File: src/reset_watchdog_regs.vh
`ifndef RESET_WATCHDOG_REGS_VH
`define RESET_WATCHDOG_REGS_VH
// clock rate in kHz (200 MHz)
`define MCLK_KHZ            200000
// watchdog period in ms (1.6 s)
`define WATCHDOG_PERIOD_MS  1600
// reset stretch timeout in ms (typ 200, bounds 130..270)
`define STRETCH_TIMEOUT_MS  200
// supply trip to reset delay, longest, in ns
`define TRIP_DELAY_MAX_NS   5000
// glitch reject width in ns
`define GLITCH_REJECT_NS    100
`define WATCHDOG_CYCLES     (`WATCHDOG_PERIOD_MS * `MCLK_KHZ)
`define STRETCH_CYCLES      (`STRETCH_TIMEOUT_MS * `MCLK_KHZ)
// strictly wider than the reject width: round up, then one more
`define GLITCH_CYCLES       ((`GLITCH_REJECT_NS * 200 + 999) / 1000 + 1)
`define TRIP_DELAY_CYCLES   ((`TRIP_DELAY_MAX_NS * 200) / 1000)
`endif

File: src/pin_sync.v
`timescale 1ns/10ps
// three-stage synchroniser; output changes once stages two and three agree
module pin_sync (
  input  wire mclk,
  input  wire arst_n,
  input  wire pin,
  output reg  level_r
);
  reg s1_r;
  reg s2_r;
  reg s3_r;

  always @(posedge mclk or negedge arst_n) begin
    if (!arst_n) begin
      s1_r    <= 1'b0;
      s2_r    <= 1'b0;
      s3_r    <= 1'b0;
      level_r <= 1'b0;
    end else begin
      s1_r <= pin;
      s2_r <= s1_r;
      s3_r <= s2_r;
      if (s2_r == s3_r)
        level_r <= s3_r;
    end
  end
endmodule // pin_sync

File: src/supervisory_reset_watchdog.v
`timescale 1ns/10ps
`include "reset_watchdog_regs.vh"
// How it works
// - With no kick edge for longer than the watchdog period the watchdog times out.
// - A watchdog timeout asserts both reset pins and starts a reset like any other source.
// - Every rising or falling kick edge clears the watchdog counter.
// - While reset is asserted the watchdog counter is held at zero.
// - Resets are held while the supply is low, then for the stretch timeout after it recovers.
// - At the end of the timeout both open-drain pins are released to their pull resistors.
// - A low supply report asserts both resets during power-down or brownout.
// - Resets assert within 5 us of the supply dropping below the trip level.
// - A rising edge on the active-high pin starts a full timeout.
// - A falling edge on the active-low pin starts a full timeout.
// - A forced reset on either pin is taken over and held on both pins until timeout.
// - Pulses on the reset pins no wider than 100 ns never start a reset.
module supervisory_reset_watchdog #(
  parameter WATCHDOG_CYCLES = `WATCHDOG_CYCLES,
  parameter STRETCH_CYCLES  = `STRETCH_CYCLES,
  parameter GLITCH_CYCLES   = `GLITCH_CYCLES,
  parameter CNT_W           = 32,
  parameter GL_W            = 6
) (
  input  wire mclk,
  input  wire arst_n,
  input  wire supply_low,
  input  wire watchdog_kick_input,
  input  wire rst_hi_in,
  output wire rst_hi_out,
  output wire rst_hi_oe,
  input  wire rst_lo_n_in,
  output wire rst_lo_n_out,
  output wire rst_lo_n_oe,
  output wire reset_active
);
  localparam ST_HOLD    = 1'b0;
  localparam ST_RUN     = 1'b1;

  wire        low_s;
  wire        kick_s;
  wire        hi_s;
  wire        lo_s;
  reg         kick_d_r;
  reg         hi_f_r;
  reg         lo_f_r;
  reg         hi_fd_r;
  reg         lo_fd_r;
  reg  [GL_W-1:0] hi_gl_r;
  reg  [GL_W-1:0] lo_gl_r;
  reg         state_r;
  reg         state_nxt;
  reg  [CNT_W-1:0] stretch_r;
  reg  [CNT_W-1:0] stretch_nxt;
  reg  [CNT_W-1:0] wd_r;
  reg  [CNT_W-1:0] wd_nxt;
  wire        wd_expire;
  wire        manual;
  wire        kick_edge;
  wire        hi_rise;
  wire        lo_rise;
  wire        hold_done;
  wire        run_trip;
  reg  [GL_W-1:0] hi_gl_nxt;
  reg  [GL_W-1:0] lo_gl_nxt;
  reg         hi_f_nxt;
  reg         lo_f_nxt;

  // supply comparator: 4 flops = 20 ns, well inside 5 us
  pin_sync u_low (
    .mclk    (mclk),
    .arst_n  (arst_n),
    .pin     (supply_low),
    .level_r (low_s)
  );
  pin_sync u_kick (
    .mclk    (mclk),
    .arst_n  (arst_n),
    .pin     (watchdog_kick_input),
    .level_r (kick_s)
  );
  pin_sync u_hi (
    .mclk    (mclk),
    .arst_n  (arst_n),
    .pin     (rst_hi_in),
    .level_r (hi_s)
  );
  // inverted so both pins look active high from here on
  pin_sync u_lo (
    .mclk    (mclk),
    .arst_n  (arst_n),
    .pin     (~rst_lo_n_in),
    .level_r (lo_s)
  );

  // a new level must stand GLITCH_CYCLES cycles in a row
  // one cycle past the reject width, so a 100 ns pulse never gets through
  always @* begin
    hi_gl_nxt = hi_gl_r;
    hi_f_nxt  = hi_f_r;
    if (hi_s == hi_f_r) begin
      hi_gl_nxt = {GL_W{1'b0}};
    end else if (hi_gl_r == GLITCH_CYCLES[GL_W-1:0] - 1'b1) begin
      hi_gl_nxt = {GL_W{1'b0}};
      hi_f_nxt  = hi_s;
    end else begin
      hi_gl_nxt = hi_gl_r + 1'b1;
    end
  end

  always @* begin
    lo_gl_nxt = lo_gl_r;
    lo_f_nxt  = lo_f_r;
    if (lo_s == lo_f_r) begin
      lo_gl_nxt = {GL_W{1'b0}};
    end else if (lo_gl_r == GLITCH_CYCLES[GL_W-1:0] - 1'b1) begin
      lo_gl_nxt = {GL_W{1'b0}};
      lo_f_nxt  = lo_s;
    end else begin
      lo_gl_nxt = lo_gl_r + 1'b1;
    end
  end

  always @(posedge mclk or negedge arst_n) begin
    if (!arst_n) begin
      hi_gl_r <= {GL_W{1'b0}};
      hi_f_r  <= 1'b0;
      hi_fd_r <= 1'b0;
    end else begin
      hi_gl_r <= hi_gl_nxt;
      hi_f_r  <= hi_f_nxt;
      hi_fd_r <= hi_f_r;
    end
  end

  always @(posedge mclk or negedge arst_n) begin
    if (!arst_n) begin
      lo_gl_r <= {GL_W{1'b0}};
      lo_f_r  <= 1'b0;
      lo_fd_r <= 1'b0;
    end else begin
      lo_gl_r <= lo_gl_nxt;
      lo_f_r  <= lo_f_nxt;
      lo_fd_r <= lo_f_r;
    end
  end

  always @(posedge mclk or negedge arst_n) begin
    if (!arst_n) begin
      kick_d_r <= 1'b0;
    end else begin
      kick_d_r <= kick_s;
    end
  end

  // edges only: our own drive reads back asserted, so pins are ignored while holding
  assign hi_rise   = hi_f_r & ~hi_fd_r;
  assign lo_rise   = lo_f_r & ~lo_fd_r;
  assign manual    = hi_rise | lo_rise;
  assign kick_edge = kick_s ^ kick_d_r;
  assign hold_done = (stretch_r >= STRETCH_CYCLES[CNT_W-1:0] - 1'b1);
  assign run_trip  = low_s | manual | wd_expire;

  assign wd_expire = (wd_r >= WATCHDOG_CYCLES[CNT_W-1:0] - 1'b1);

  always @* begin
    state_nxt   = state_r;
    stretch_nxt = stretch_r;
    wd_nxt      = wd_r;
    case (state_r)
      ST_HOLD: begin
        wd_nxt = {CNT_W{1'b0}};
        if (low_s)
          stretch_nxt = {CNT_W{1'b0}};
        else if (hold_done)
          state_nxt = ST_RUN;
        else
          stretch_nxt = stretch_r + 1'b1;
      end
      ST_RUN: begin
        if (run_trip) begin
          state_nxt   = ST_HOLD;
          stretch_nxt = {CNT_W{1'b0}};
          wd_nxt      = {CNT_W{1'b0}};
        end else if (kick_edge)
          wd_nxt = {CNT_W{1'b0}};
        else
          wd_nxt = wd_r + 1'b1;
      end
      default: begin
        state_nxt   = ST_HOLD;
        stretch_nxt = {CNT_W{1'b0}};
        wd_nxt      = {CNT_W{1'b0}};
      end
    endcase
  end

  // reset comes up holding, so outputs are asserted from the first instant
  always @(posedge mclk or negedge arst_n) begin
    if (!arst_n) begin
      state_r <= ST_HOLD;
    end else begin
      state_r <= state_nxt;
    end
  end

  always @(posedge mclk or negedge arst_n) begin
    if (!arst_n) begin
      stretch_r <= {CNT_W{1'b0}};
    end else begin
      stretch_r <= stretch_nxt;
    end
  end

  always @(posedge mclk or negedge arst_n) begin
    if (!arst_n) begin
      wd_r <= {CNT_W{1'b0}};
    end else begin
      wd_r <= wd_nxt;
    end
  end

  // open drain: drive only the asserted level, pulls give inactive
  assign reset_active = (state_r == ST_HOLD);
  assign rst_hi_out   = 1'b1;
  assign rst_hi_oe    = reset_active;
  assign rst_lo_n_out = 1'b0;
  assign rst_lo_n_oe  = reset_active;
endmodule // supervisory_reset_watchdog

File: config.mk
export PLATFORM = sky130hd
export DESIGN_NAME = supervisory_reset_watchdog
export DESIGN_NICKNAME = d
export VERILOG_FILES = /design/src/pin_sync.v /design/src/supervisory_reset_watchdog.v
export VERILOG_INCLUDE_DIRS = /design/src
export SDC_FILE = /design/constraint.sdc
export NUM_CORES = 1
export LEC_CHECK = 0
export ABC_AREA = 1
export BUFFER_PORTS_ARGS = -buffer_cell sky130_fd_sc_hd__buf_2
export CAP_MARGIN = 20
export CELL_PAD_IN_SITES_DETAIL_PLACEMENT = 0
export CELL_PAD_IN_SITES_GLOBAL_PLACEMENT = 2
export CORE_ASPECT_RATIO = 1.2
export CORE_UTILIZATION = 38
export CTS_CLUSTER_SIZE = 24
export DETAILED_ROUTE_END_ITERATION = 7
export PLACE_DENSITY = 0.92
export SKIP_LAST_GASP = 1
export SYNTH_ARGS = -nofsm -noshare
export SYNTH_HDL_FRONTEND = slang
export SYNTH_SLANG_ARGS = --single-unit
File: constraint.sdc
create_clock -name mclk -period 2 [get_ports mclk]
set_input_delay 0.3 -clock mclk [delete_from_list [all_inputs] [get_ports mclk]]
set_output_delay 0.3 -clock mclk [all_outputs]
set_load 0.1 [all_outputs]
# Word level (Yosys, flattened, before mapping)
# Index checks and enable logic that the tools add are counted.
# Widths: inputs -> output; s select.
totals:
  regBits: 98
  elab_cells: 72
  output_inout_bits: 5
  input_bits: 6
classes:
  mux: 15
  n_lt_le_gt_ge: 2
  n_reduce_logical: 3
  eq_ne: 10
  n_bitwise: 12
  n_addsub: 4
ops:
  columns: ["cell", "n"]
  rows:
  - ["$mux 32", 5]
  - ["$pmux 32 s2", 2]
  - ["$add 32x1->32 const B", 2]
  - ["$ge 32x26->1 const B", 1]
  - ["$ge 32x29->1 const B", 1]
  - ["$mux 6", 4]
  - ["$add 6x1->6 const B", 2]
  - ["$eq 6x5->1 const B", 2]
  - ["$eq 1x1->1", 6]
  - ["$not 1->1", 6]
  - ["$reduce_and 2->1", 3]
  - ["$mux 1", 3]
  - ["$ne 3x2->1 const B", 1]
  - ["$or 1x1->1", 3]
  - ["$and 1x1->1", 2]
  - ["$ne 2x1->1 const B", 1]
  - ["$pmux 1 s2", 1]
  - ["$xor 1x1->1", 1]

# Longest topological paths before layout
# Gate-level depths: netlist (run 1).
logic_depth:
  ltp_word: 7
  mapped_depth: 13
  depth_no_buf: 12

# By module
# Synthesis (run 1) repeated with hierarchy kept, for this count alone.
hier_totals:
  cells_unflattened: 696
  area_unflattened_um2: 5210.0
modules_own_cells:
  columns: ["mod", "cells_each", "area_per_inst_um2", "seq_area_each_um2", "instances"]
  rows:
  - ["supervisory_reset_watchdog", 664, 4744.6, 2052.0, 1]
  - ["pin_sync", 8, 116.4, 100.1, 4]

# Least setup slack after synthesis (run 1)
# Ideal clock, no wire load.
synth_timing:
  kind: "reg2out"
  from: "register state_r"
  to: "output rst_hi_oe"
  path_stages_with_launch: 3
  arrival_ps: 1431
  path_buffers: 1
  slack_ps: 269
  required_ps: 1700
  path_cell_list: "dfrtp_1 > inv_1 > buf_4"
synth_between:
  elab_chain_cells: 1
synth_rtl:
  columns: ["item", "line_no", "text"]
  rows:
  - ["start: declaration", "supervisory_reset_watchdog.v:49", "reg state_r;"]
  - ["start signal: assignment", "supervisory_reset_watchdog.v:201", "state_r <= state_nxt;"]
  - ["$not 1->1", null, null]
  - ["end: declaration", "supervisory_reset_watchdog.v:29", "output wire rst_hi_oe,"]
# No other way between the ends.

# Worst setup path after layout (run 1)
layout_timing:
  from: "register wd_r[29]"
  to: "register stretch_r[12]"
layout_between:
  elab_chain_cells: 4
layout_rtl:
  columns: ["item", "line_no", "text"]
  rows:
  - ["start: declaration", "supervisory_reset_watchdog.v:53", "reg [CNT_W-1:0] wd_r;"]
  - ["start signal: assignment", "supervisory_reset_watchdog.v:215", "wd_r <= {CNT_W{1'b0}};"]
  - ["start signal: assignment", "supervisory_reset_watchdog.v:217", "wd_r <= wd_nxt;"]
  - ["$ge 32x29->1", "supervisory_reset_watchdog.v:162", "assign wd_expire = (wd_r >= WATCHDOG_CYCLES[CNT_W-1:0] - 1'b1);"]
  - ["$or 1x1->1", "supervisory_reset_watchdog.v:160", "assign run_trip = low_s | manual | wd_expire;"]
  - ["$ne 2x1->1 (no line)", null, null]
  - ["$reduce_and 2->1 (no line)", null, null]
  - ["end signal: assignment", "supervisory_reset_watchdog.v:207", "stretch_r <= {CNT_W{1'b0}};"]
  - ["end signal: assignment", "supervisory_reset_watchdog.v:209", "stretch_r <= stretch_nxt;"]
  - ["end: declaration", "supervisory_reset_watchdog.v:51", "reg [CNT_W-1:0] stretch_r;"]
# No other way between the ends.
# A chain may end at the register's enable or synchronous reset.

==> run metrics, run 1 <==
status=complete, no violations; final cell utilization of the core=0.437; Pins Over Slew Limit=0; number of gates on the worst path with buffers counted=9; initial DRC count=181; overall die width=109 um; top library cells by usage in the layout, fill and taps aside=sky130_fd_sc_hd__nand2_1 (184), sky130_fd_sc_hd__nor2_1 (132), sky130_fd_sc_hd__dfrtp_1 (98); chain of cells forming the critical path=nor3_2 > nand2_1 > nor3_1 > nand2_1 > inv_1 > nand2_8 > buf_12 > nand3_1 > nand2_1; cell type with the highest occurrence count on the critical path=sky130_fd_sc_hd__nand2_1; count of antenna diodes in the layout=0; Static Leak=2.59 nW; cell count after synthesis=between 600 and 700; Filler Cell Count=1360; setup TNS=0 ns; Worst path top cell family by delay=simple AND/OR/NAND/NOR gates; type of the worst setup path=flop to flop; cell count after placement=844; crit path capture type=flop; minimum period implied by the final worst setup slack=1.82 ns; post-CTS repair timing setup buffer count=0; maximum clock frequency=549 MHz; post-CTS clock slew at the launch and capture registers of the worst setup and hold paths=0.08 ns; PortBufs=8; final worst setup slack=0.179 ns; remaining max-slew budget at the tightest pin=0.615; clock insertion delay at the later pin of the skew report=0.36 ns; Hold Crit Class=input port to flop; buffer depth of the longest clock path=2; Residual DRC=0; commonest non-fill, non-tap cell in the layout=sky130_fd_sc_hd__nand2_1; number of global-route vias before repair=between 4000 and 5000; die area=14300 um^2; XOR/XNOR share of the synthesized area=0.0618; Hold Path End=u_low.s1_r; gr ovfl total=0; hold violation count in the final report=0; count of boundary I/O pins=11; All-Layer GR Usage=0.175; setup violation total in the final timing report=0; Detail Placement HPWL=7860 um; Yosys warning count=0; Worst Setup Slack post-DPL=0.123 ns; wire length of the first global-routing pass=19300 um; complex-gate fraction of the synthesized area=0.0279; post-synth cell types=36; total power draw=4.03 mW; Layout Cells excl Fill=approximately 860; synth-to-layout area growth=11.4%; post-route clock skew=0.00789 ns; Worst VDD drop=0.000398 V; crit path launch=wd_r[29]; number of placement rows=46; Synth Area in Adders=0.0220; data required time at the worst endpoint=2.25 ns; slowest cell delay on critical path=0.37 ns; worst path bufs/invs=2; post-synthesis share of cell area spent on and, or, nand and nor gates=0.351; Post-DRT Antenna Nets=0; worst hold start=supply_low; cell depth of the worst flop-to-flop path=9; Via Count=4122; placer's final routability congestion estimate=0.823; power density over cell area=691 nW/um^2; Std-Cell Core Area=13400 um^2; initial antenna violation count=0; routed via count divided by cell count=4.79; unrepaired setup endpoints after global routing=false; clock tree from TritonCTS=done; critical path peak fanout=19; Slowest cell on crit path=sky130_fd_sc_hd__dfrtp_1; register-to-register setup slack=around 0.18 ns; Worst-Margin Slew=0.578 ns; share of layout cells above drive strength 1=0.0851; multiplexer area fraction after synthesis=0.00215; Wirelength per Cell=12.9 um; maximum number of pins on one net before global-route repair=39; clock sink total=between 90 and 100; r2r endpoint=stretch_r[12]; root buffer cell=sky130_fd_sc_hd__clkbuf_16; combinational family with the most area after synthesis=simple AND/OR/NAND/NOR gates; syn_area_per_cell=7.80 um^2; maximum level of the CTS H-tree=3; sequential cell area fraction in the yosys report=0.468; critical register-to-register path startpoint=wd_r[29]; number of max-cap violations=0; Yosys reg bits=98; Die H=131 um; Num CTS Buffers=9; first-pass iteration count of the detailed router=4; Netlist Area Pre-Place=5240 um^2; starting density of the core=0.393; WP data arrival=2.07 ns; Critical Path Start Type=flop; period utilization=0.911; number of nets in the final layout=700; Hold Path Depth=1; final wirelength=11100 um
-- cells in the mapped netlist --
| library cell | n | area, um^2 |
|---|---|---|
| sky130_fd_sc_hd__nand2_1 | 184 | 691 |
| sky130_fd_sc_hd__nor2_1 | 132 | 495 |
| sky130_fd_sc_hd__dfrtp_1 | 98 | 2450 |
| sky130_fd_sc_hd__inv_1 | 61 | 229 |
| sky130_fd_sc_hd__nand3_1 | 59 | 295 |
| sky130_fd_sc_hd__xor2_1 | 21 | 184 |
| sky130_fd_sc_hd__nor3_1 | 18 | 90.1 |
| sky130_fd_sc_hd__xnor2_1 | 16 | 140 |
| sky130_fd_sc_hd__a21oi_1 | 8 | 40.0 |
| sky130_fd_sc_hd__buf_4 | 8 | 60.1 |
| sky130_fd_sc_hd__ha_1 | 6 | 75.1 |
| sky130_fd_sc_hd__o21ai_0 | 6 | 30.0 |
| sky130_fd_sc_hd__a21boi_2 | 4 | 45.0 |
| sky130_fd_sc_hd__buf_2 | 4 | 20.0 |
| sky130_fd_sc_hd__maj3_1 | 4 | 40.0 |
| sky130_fd_sc_hd__nand3_2 | 4 | 40.0 |
| sky130_fd_sc_hd__and3_1 | 3 | 18.8 |
| sky130_fd_sc_hd__nand2_2 | 3 | 18.8 |
| sky130_fd_sc_hd__nand4_1 | 3 | 18.8 |
| sky130_fd_sc_hd__nor2_2 | 3 | 18.8 |
| sky130_fd_sc_hd__nor2_4 | 3 | 33.8 |
| sky130_fd_sc_hd__nor3b_1 | 3 | 22.5 |
| sky130_fd_sc_hd__a21boi_0 | 2 | 15.0 |
| sky130_fd_sc_hd__and2_1 | 2 | 12.5 |
| sky130_fd_sc_hd__buf_6 | 2 | 22.5 |
| sky130_fd_sc_hd__clkbuf_1 | 2 | 7.51 |
| sky130_fd_sc_hd__conb_1 | 2 | 7.51 |
| sky130_fd_sc_hd__nand2_4 | 2 | 22.5 |
| sky130_fd_sc_hd__nor3_2 | 2 | 20.0 |
| sky130_fd_sc_hd__a41oi_1 | 1 | 8.76 |
| sky130_fd_sc_hd__inv_2 | 1 | 3.75 |
| sky130_fd_sc_hd__mux2_2 | 1 | 11.3 |
| sky130_fd_sc_hd__nand2_8 | 1 | 20.0 |
| sky130_fd_sc_hd__nand3_4 | 1 | 17.5 |
| sky130_fd_sc_hd__o21bai_1 | 1 | 7.51 |
| sky130_fd_sc_hd__or2_2 | 1 | 6.26 |
-- cells by family after synthesis --
family,count (synthesis)
adders and majority gates,10
AOI/OAI and AO/OA,22
buffers and inverters,78
DFF,98
xor gates and xnor gates,37
and+or+nand+nor,424
other,2
muxes,1
-- layout make-up --
class / instances / area, um^2 / area share
Inverter: 62 / 233 / 0.0399
Sequential cell: 98 / 2450 / 0.420
Clock inverter: 7 / 71.3 / 0.0122
Tap cell: 168 / 210 / 0.0360
Clock buffer: 9 / 225 / 0.0386
Timing Repair Buffer: 18 / 170 / 0.0292
Multi-Input combinational cell: 499 / 2470 / 0.424
-- worst max path at each step --
stage | endpoint | slack (ns)
floorplan | rst_hi_oe | 0.27
global placement | stretch_r[1] | 0.18
detailed placement | stretch_r[12] | 0.12
CTS | stretch_r[18] | 0.12
global route | stretch_r[8] | 0.03
finish | stretch_r[12] | 0.18
-- where the power goes --
group / switching [mW] / internal, mW / leakage (nW)
Combinational: 0.140 / 0.0753 / 1.13
Sequential: 0.0458 / 2.03 / 1.32
Clock: 0.859 / 0.879 / 0.139
Total: 1.04 / 2.99 / 2.59
-- repair_timing --
action / 4_1_cts / 5_1_grt
hold buffers: 1 / 0
hold endpoints to repair: 36 / 0
setup endpoints to repair: 0 / 22
gates resized for setup: 0 / 2
-- per-stage QoR --
stage / hold WS [ns] / cell area [um^2]
final: 0.0432 / 5840
after global placement: 0.328 / 5510
after detailed placement: 0.335 / 5510
after global routing: 0.0306 / 5840
after CTS: 0.0332 / 5820
after floorplan: 0.00441 / 5250
-- registers in the layout, summed over array words and instances, names as in the netlist, 6 cells and up --
signal	flops
stretch_r	32
wd_r	32
hi_gl_r	6
lo_gl_r	6
-- routing by layer --
metal  vias to the layer above  part of all wire  wire length (um)  track usage
li1                       2123                 -                 -            -
met1                      1948              0.49              5460        0.232
met2                        36              0.47              5220        0.288
met3                        15             0.020               220       0.0238
met4                         0             0.017               184       0.0737
met5                         -                 0                 0            0
Power figures use the tool's default switching activity.
==> run 2, diff against run 1 <==
--- a/config.mk
+++ b/config.mk
@@ -15,7 +15,7 @@
 export CORE_UTILIZATION = 38
 export CTS_CLUSTER_SIZE = 24
 export DETAILED_ROUTE_END_ITERATION = 7
-export PLACE_DENSITY = 0.92
+export PLACE_DENSITY_LB_ADDON = 0.1
 export SKIP_LAST_GASP = 1
 export SYNTH_ARGS = -nofsm -noshare
 export SYNTH_HDL_FRONTEND = slang
==> run 2 against run 1 <==
Wire length rose by 5.9%. Combinational power rose by 5%. First-iteration DRC count rose by 19%. Register-to-register slack got worse by 0.03 ns. Core utilization rose by 0.22 points. Largest power group unchanged. Global-route usage rose by 0.85 points. Count of clock-buffer cells in the layout rose by 1. Final area rose by 0.51%.
==> run metrics, run 2 (same netlist as run 1, synthesis figures left out) <==
type of the worst setup path=flop to flop; unrepaired setup endpoints after global routing=false; WP data arrival=2.11 ns; Layout Cells excl Fill=864; final instance area=around 5900 um^2; period utilization=0.926; die area=roughly 14000 um^2; Hold Path Depth=1; Via Count=4118; routed via count divided by cell count=roughly 4.8; switching power as a share of total power=0.243; cell count after placement=847; clock insertion delay at the later pin of the skew report=between 0.3 and 0.4 ns; Hold Path End=u_hi.s1_r; register-to-register setup slack=0.15 ns; final cell utilization of the core=0.439; crit path capture type=flop; data required time at the worst endpoint=around 2.3 ns; worst hold start=rst_hi_in; post-CTS repair timing setup buffer count=0; Pins Over Slew Limit=0; gr ovfl total=0; critical path peak fanout=25; maximum level of the CTS H-tree=3; hold violation count in the final report=0; r2r endpoint=stretch_r[31]; Die H=~130 um; number of nets in the final layout=703; number of placement rows=46; maximum clock frequency=540 MHz; Worst Setup Slack post-DPL=0.0753 ns; All-Layer GR Usage=0.184; share of total power in the clock network=0.445; overall die width=around 110 um; power density over cell area=between 700 and 800 nW/um^2; commonest non-fill, non-tap cell in the layout=sky130_fd_sc_hd__nand2_1; Detail Placement HPWL=8520 um; Post-Place Cell Area=~5500 um^2; setup violation total in the final timing report=0; count of antenna diodes in the layout=0; initial DRC count=215; relative contribution of combinational cells to total power=0.054; number of global-route vias before repair=roughly 4100; biggest registers after layout=stretch_r (32), wd_r (32); initial antenna violation count=0; post-CTS clock slew at the launch and capture registers of the worst setup and hold paths=around 0.08 ns; clock sink total=98; total power draw=4.15 mW; number of max-cap violations=0; buffer depth of the longest clock path=2; share of layout cells above drive strength 1=0.0920; critical register-to-register path startpoint=stretch_r[1]; placer's final routability congestion estimate=0.803; status=complete, no violations; Num CTS Buffers=9; cell depth of the worst flop-to-flop path=10; final worst setup slack=0.148 ns; final wirelength=roughly 12000 um; Reg power frac=0.501; root buffer cell=sky130_fd_sc_hd__clkbuf_16; Worst VDD drop=approximately 0.00043 V; Static Leak=2.61 nW; Std-Cell Core Area=13400 um^2; minimum period implied by the final worst setup slack=1.85 ns; setup TNS=0 ns; net switching power=1.01 mW; worst hold margin=0.0466 ns; clock tree from TritonCTS=done; starting density of the core=0.393; maximum number of pins on one net before global-route repair=34; post-route clock skew=0.0122 ns; Post-DRT Antenna Nets=0; Wirelength per Cell=13.6 um; wire length of the first global-routing pass=about 20000 um; Residual DRC=0; Hold Crit Class=input port to flop; synth-to-layout area growth=11.9%; first-pass iteration count of the detailed router=4; PortBufs=8; count of boundary I/O pins=11; internal power summed over all cells=around 3.1 mW; Critical Path Start Type=flop; top library cells by usage in the layout, fill and taps aside=sky130_fd_sc_hd__nand2_1 (184), sky130_fd_sc_hd__nor2_1 (132), sky130_fd_sc_hd__dfrtp_1 (98)
-- run 2: worst max path at each step --
stage	startpoint	end	slack (ns)	cells after the start
2_1_floorplan	state_r	rst_hi_oe	0.27	2
3_3_place_gp	stretch_r[1]	stretch_r[0]	0.16	11
3_5_place_dp	stretch_r[1]	stretch_r[31]	0.08	10
4_1_cts	stretch_r[1]	stretch_r[31]	0.06	10
5_1_grt	stretch_r[21]	stretch_r[6]	0.005	10
6_report	stretch_r[1]	stretch_r[31]	0.15	10
-- run 2: power groups by stage --
stage	Combinational [mW]	Sequential, mW	Clock, mW
final	0.225	2.08	1.85
after global routing	0.263	2.09	1.99
after CTS	0.231	2.08	1.92
after detailed placement	0.228	2.12	0
after global placement	0.226	2.12	0
after floorplan	0.129	2.11	0
-- run 2: what timing repair did --
item,4_1_cts,5_1_grt
hold buffers,1,0
endpoints found under the hold margin,29,0
endpoints found under the setup margin,0,28
resized for setup,0,3
-- run 2: worst max-delay path, stage by stage, from the launching register on --
cell and delay [ns]:
sky130_fd_sc_hd__dfrtp_1 0.39, sky130_fd_sc_hd__ha_2 0.23, sky130_fd_sc_hd__nand3_4 0.12, sky130_fd_sc_hd__nor2_4 0.15, sky130_fd_sc_hd__nand2_1 0.06, sky130_fd_sc_hd__nand2_1 0.07
sky130_fd_sc_hd__nand2_1 0.06, sky130_fd_sc_hd__nand2_2 0.12, sky130_fd_sc_hd__nand2_8 0.16, sky130_fd_sc_hd__buf_4 0.22, sky130_fd_sc_hd__a21boi_0 0.18
-- run 2: final cells by class --
| class | instances | area, um^2 |
|---|---|---|
| Fill cell | 1386 | 7490 |
| Multi-Input combinational cell | 499 | 2470 |
| Sequential cell | 98 | 2450 |
| Clock buffer | 10 | 239 |
| Inverter | 62 | 233 |
| Tap cell | 168 | 210 |
| Timing Repair Buffer | 21 | 180 |
| Clock inverter | 6 | 78.8 |
-- run 2: layer usage --
layer / wire, um / GRT usage
met5: 0 / 0
met4: 182 / 0.0643
met3: 248 / 0.0298
met2: 5630 / 0.310
met1: 5690 / 0.239
==> run 3, diff against run 2 <==
--- a/config.mk
+++ b/config.mk
@@ -7,16 +7,18 @@
 export NUM_CORES = 1
 export LEC_CHECK = 0
 export ABC_AREA = 1
+export ABC_CLOCK_PERIOD_IN_PS = 2000
 export BUFFER_PORTS_ARGS = -buffer_cell sky130_fd_sc_hd__buf_2
 export CAP_MARGIN = 20
 export CELL_PAD_IN_SITES_DETAIL_PLACEMENT = 0
 export CELL_PAD_IN_SITES_GLOBAL_PLACEMENT = 2
 export CORE_ASPECT_RATIO = 1.2
-export CORE_UTILIZATION = 38
+export CORE_UTILIZATION = 37
 export CTS_CLUSTER_SIZE = 24
 export DETAILED_ROUTE_END_ITERATION = 7
 export PLACE_DENSITY_LB_ADDON = 0.1
 export SKIP_LAST_GASP = 1
 export SYNTH_ARGS = -nofsm -noshare
 export SYNTH_HDL_FRONTEND = slang
+export SYNTH_HIERARCHICAL = 1
 export SYNTH_SLANG_ARGS = --single-unit
==> run 3 against run 2 <==
Wire length up 6.7%. Critical path depth up 3. Maximum frequency down 0.22%. Largest power group unchanged. Clock skew down 0.0040 ns. First-iteration DRC count up 14%. Hold slack better by 0.0025 ns. Largest cell class is now flip-flops and latches.
==> run metrics, run 3 <==
initial antenna violation count=0; count of antenna diodes in the layout=0; net switching power=slightly above 1 mW; Filler Cell Count=1465; Wirelength per Cell=13.7 um; biggest registers after layout=stretch_r (32), wd_r (32); post-CTS clock slew at the launch and capture registers of the worst setup and hold paths=0.07 ns; Async S/R FF share, synth=1.00; initial DRC count=roughly 250; number of max-cap violations=0; Std-Cell Core Area=between 10000 and 15000 um^2; share of total power in the clock network=0.457; met3 routed WL=about 210 um; critical path peak fanout=14; maximum clock frequency=539 MHz; type of the worst setup path=flop to flop; number of nets in the final layout=753; commonest non-fill, non-tap cell in the layout=sky130_fd_sc_hd__nand2_1; routed via count divided by cell count=4.65; final wirelength=12500 um; final worst setup slack=0.144 ns; metal2 WL=about 6400 um; setup TNS=0 ns; post-synth cell types=33; Yosys warning count=6; Static Leak=2.80 nW; data required time at the worst endpoint=2.25 ns; Yosys reg bits=98; number of placement rows=47; unrepaired setup endpoints after global routing=true; status=complete, no violations; placer's final routability congestion estimate=between 0.7 and 0.8; wire length on met1=about 5700 um; buffer depth of the longest clock path=2; period utilization=0.928; area share of the largest cell type after synthesis=0.471; count of boundary I/O pins=11; Post-DRT Antenna Nets=0; syn_area_per_cell=7.49 um^2; first-pass iteration count of the detailed router=4; crit path capture type=flop; EDFF count, synth=0; area used by sequential logic in the layout=approximately 2500 um^2; relative contribution of combinational cells to total power=0.058; sequential cell area fraction in the yosys report=0.471; WP data arrival=approximately 2.1 ns; maximum level of the CTS H-tree=3; Residual DRC=0; Layout Cells excl Fill=917; clock insertion delay at the later pin of the skew report=approximately 0.36 ns; Post-synth top flop=sky130_fd_sc_hd__dfrtp_1; Hold Crit Class=input port to flop; All-Layer GR Usage=0.191; gr ovfl total=0; minimum period implied by the final worst setup slack=~1.9 ns; largest cells by area after synthesis=sky130_fd_sc_hd__dfrtp_1 (47%), sky130_fd_sc_hd__nand2_1 (14%), sky130_fd_sc_hd__nor2_1 (10%), sky130_fd_sc_hd__nand3_1 (6.1%), sky130_fd_sc_hd__inv_1 (5.3%); maximum number of pins on one net before global-route repair=42; multi-input logic area=2410 um^2; top cell type by total area after synthesis=sky130_fd_sc_hd__dfrtp_1; starting density of the core=0.379; cell count after placement=about 890; power density over cell area=709 nW/um^2; die area=14600 um^2; total power draw=4.28 mW; cell with the most instances after synthesis=sky130_fd_sc_hd__nand2_1; Pins Over Slew Limit=0; cell count after synthesis=696; root buffer cell=sky130_fd_sc_hd__clkbuf_16; PortBufs=8; leading cell types by count after synthesis=sky130_fd_sc_hd__nand2_1 (193), sky130_fd_sc_hd__nor2_1 (144), sky130_fd_sc_hd__dfrtp_1 (98); synth-to-layout area growth=16.0%; number of global-route vias before repair=around 4300; top library cells by usage in the layout, fill and taps aside=sky130_fd_sc_hd__nand2_1 (193), sky130_fd_sc_hd__nor2_1 (143), sky130_fd_sc_hd__dfrtp_1 (97); hold violation count in the final report=0; clock sink total=98; internal power summed over all cells=between 3 and 4 mW; Via Count=roughly 4300; Die H=132 um; switching power as a share of total power=0.236; Netlist Area Pre-Place=5210 um^2; Critical Path Start Type=flop; Num CTS Buffers=9; setup violation total in the final timing report=0; overall die width=110 um; post-route clock skew=0.00819 ns; wire length of the first global-routing pass=21100 um; Worst Setup Slack post-DPL=-0.0490 ns; highest routed metal layer=met4; Worst VDD drop=0.000447 V; share of layout cells above drive strength 1=0.105; clock tree from TritonCTS=done; Reg power frac=0.485; Detail Placement HPWL=9010 um; final cell utilization of the core=0.439
run 3: changes by cell type in the layout (fill, tap and decap cells not counted), sizes merged, moves of 4 or more:
cell,previous run,this run
a21boi,6,0
a21oi,8,13
buf,20,43
inv,66,77
maj3,4,0
nand2,190,200
nor2,138,147
xnor2,16,9
run 3: metal layers:
metal / up-vias / track usage
li1: 2239 / -
met1: 1978 / 0.241
met2: 26 / 0.323
met3: 19 / 0.0311
met4: 0 / 0.0724
met5: - / 0
run 3: power groups by stage:
stage	Combinational, mW	Clock [mW]	Sequential, mW
6_report	0.251	1.96	2.08
5_1_grt	0.291	2.08	2.08
4_1_cts	0.236	2.02	2.08
3_5_place_dp	0.231	0	2.12
3_3_place_gp	0.226	0	2.12
2_1_floorplan	0.131	0	2.11
run 3: final cells by class:
| cell class | count | share of cell area |
|---|---|---|
| Sequential cell | 98 | 0.406 |
| Multi-Input combinational cell | 512 | 0.398 |
| Timing Repair Buffer | 44 | 0.0575 |
| Inverter | 76 | 0.0478 |
| Clock buffer | 10 | 0.0395 |
| Tap cell | 171 | 0.0354 |
| Clock inverter | 6 | 0.0157 |
run 3: final timing paths:
check	from	endpoint	slack, ns	cells past startpoint
max	stretch_r[0]	stretch_r[1]	0.14	13
min	watchdog_kick_input	u_kick/s1_r	0.05	1
max reg2reg	stretch_r[0]	stretch_r[1]	0.14	13
min reg2reg	u_lo/s1_r	u_lo/s2_r	0.35	0
max in group asynchronous	arst_n	wd_r[27]	0.98	3
min in group asynchronous	arst_n	stretch_r[3]	0.42	2
run 3: timing repair:
action	in CTS	in global routing
endpoints found under the hold margin	26	0
resized for setup	1	6
hold buffers	1	0
setup buffers	0	6
setup endpoints to repair	6	34
cloned	1	0
pin swaps	1	2
run 3: cell families (layout without fill, tap and decap cells):
| logic type | count (synthesis) | after routing | share of synthesized area |
|---|---|---|---|
| simple gates | 447 | 448 | 0.363 |
| flops | 98 | 98 | 0.471 |
| buf+inv | 90 | 136 | 0.0737 |
| xor+xnor | 30 | 30 | 0.0504 |
| compound gates | 21 | 21 | 0.0223 |
| fa+ha+maj | 6 | 6 | 0.0144 |
| other cells | 2 | 5 | 0.00144 |
| mux | 2 | 2 | 0.00432 |
run 3: worst max-delay path, stage by stage, from the launching register on:
cell                       delay (ns)
sky130_fd_sc_hd__dfrtp_2         0.38
sky130_fd_sc_hd__ha_2            0.22
sky130_fd_sc_hd__inv_1           0.08
sky130_fd_sc_hd__nor2_4          0.12
sky130_fd_sc_hd__nand2_2         0.10
sky130_fd_sc_hd__inv_2           0.09
sky130_fd_sc_hd__nand2_1         0.05
sky130_fd_sc_hd__nand2_1         0.10
sky130_fd_sc_hd__nand2_1         0.07
sky130_fd_sc_hd__nand2_2         0.07
sky130_fd_sc_hd__nand2_4         0.09
sky130_fd_sc_hd__buf_4           0.21
sky130_fd_sc_hd__nand3b_1        0.09
sky130_fd_sc_hd__nand2_1         0.05
run 3: metrics by stage:
step	hold WS, ns	instance area [um^2]
after floorplan	0.00441	5220
after global placement	0.261	5620
after detailed placement	0.263	5620
after CTS	0.0306	5980
after global routing	0.0348	6040
final	0.0491	6040
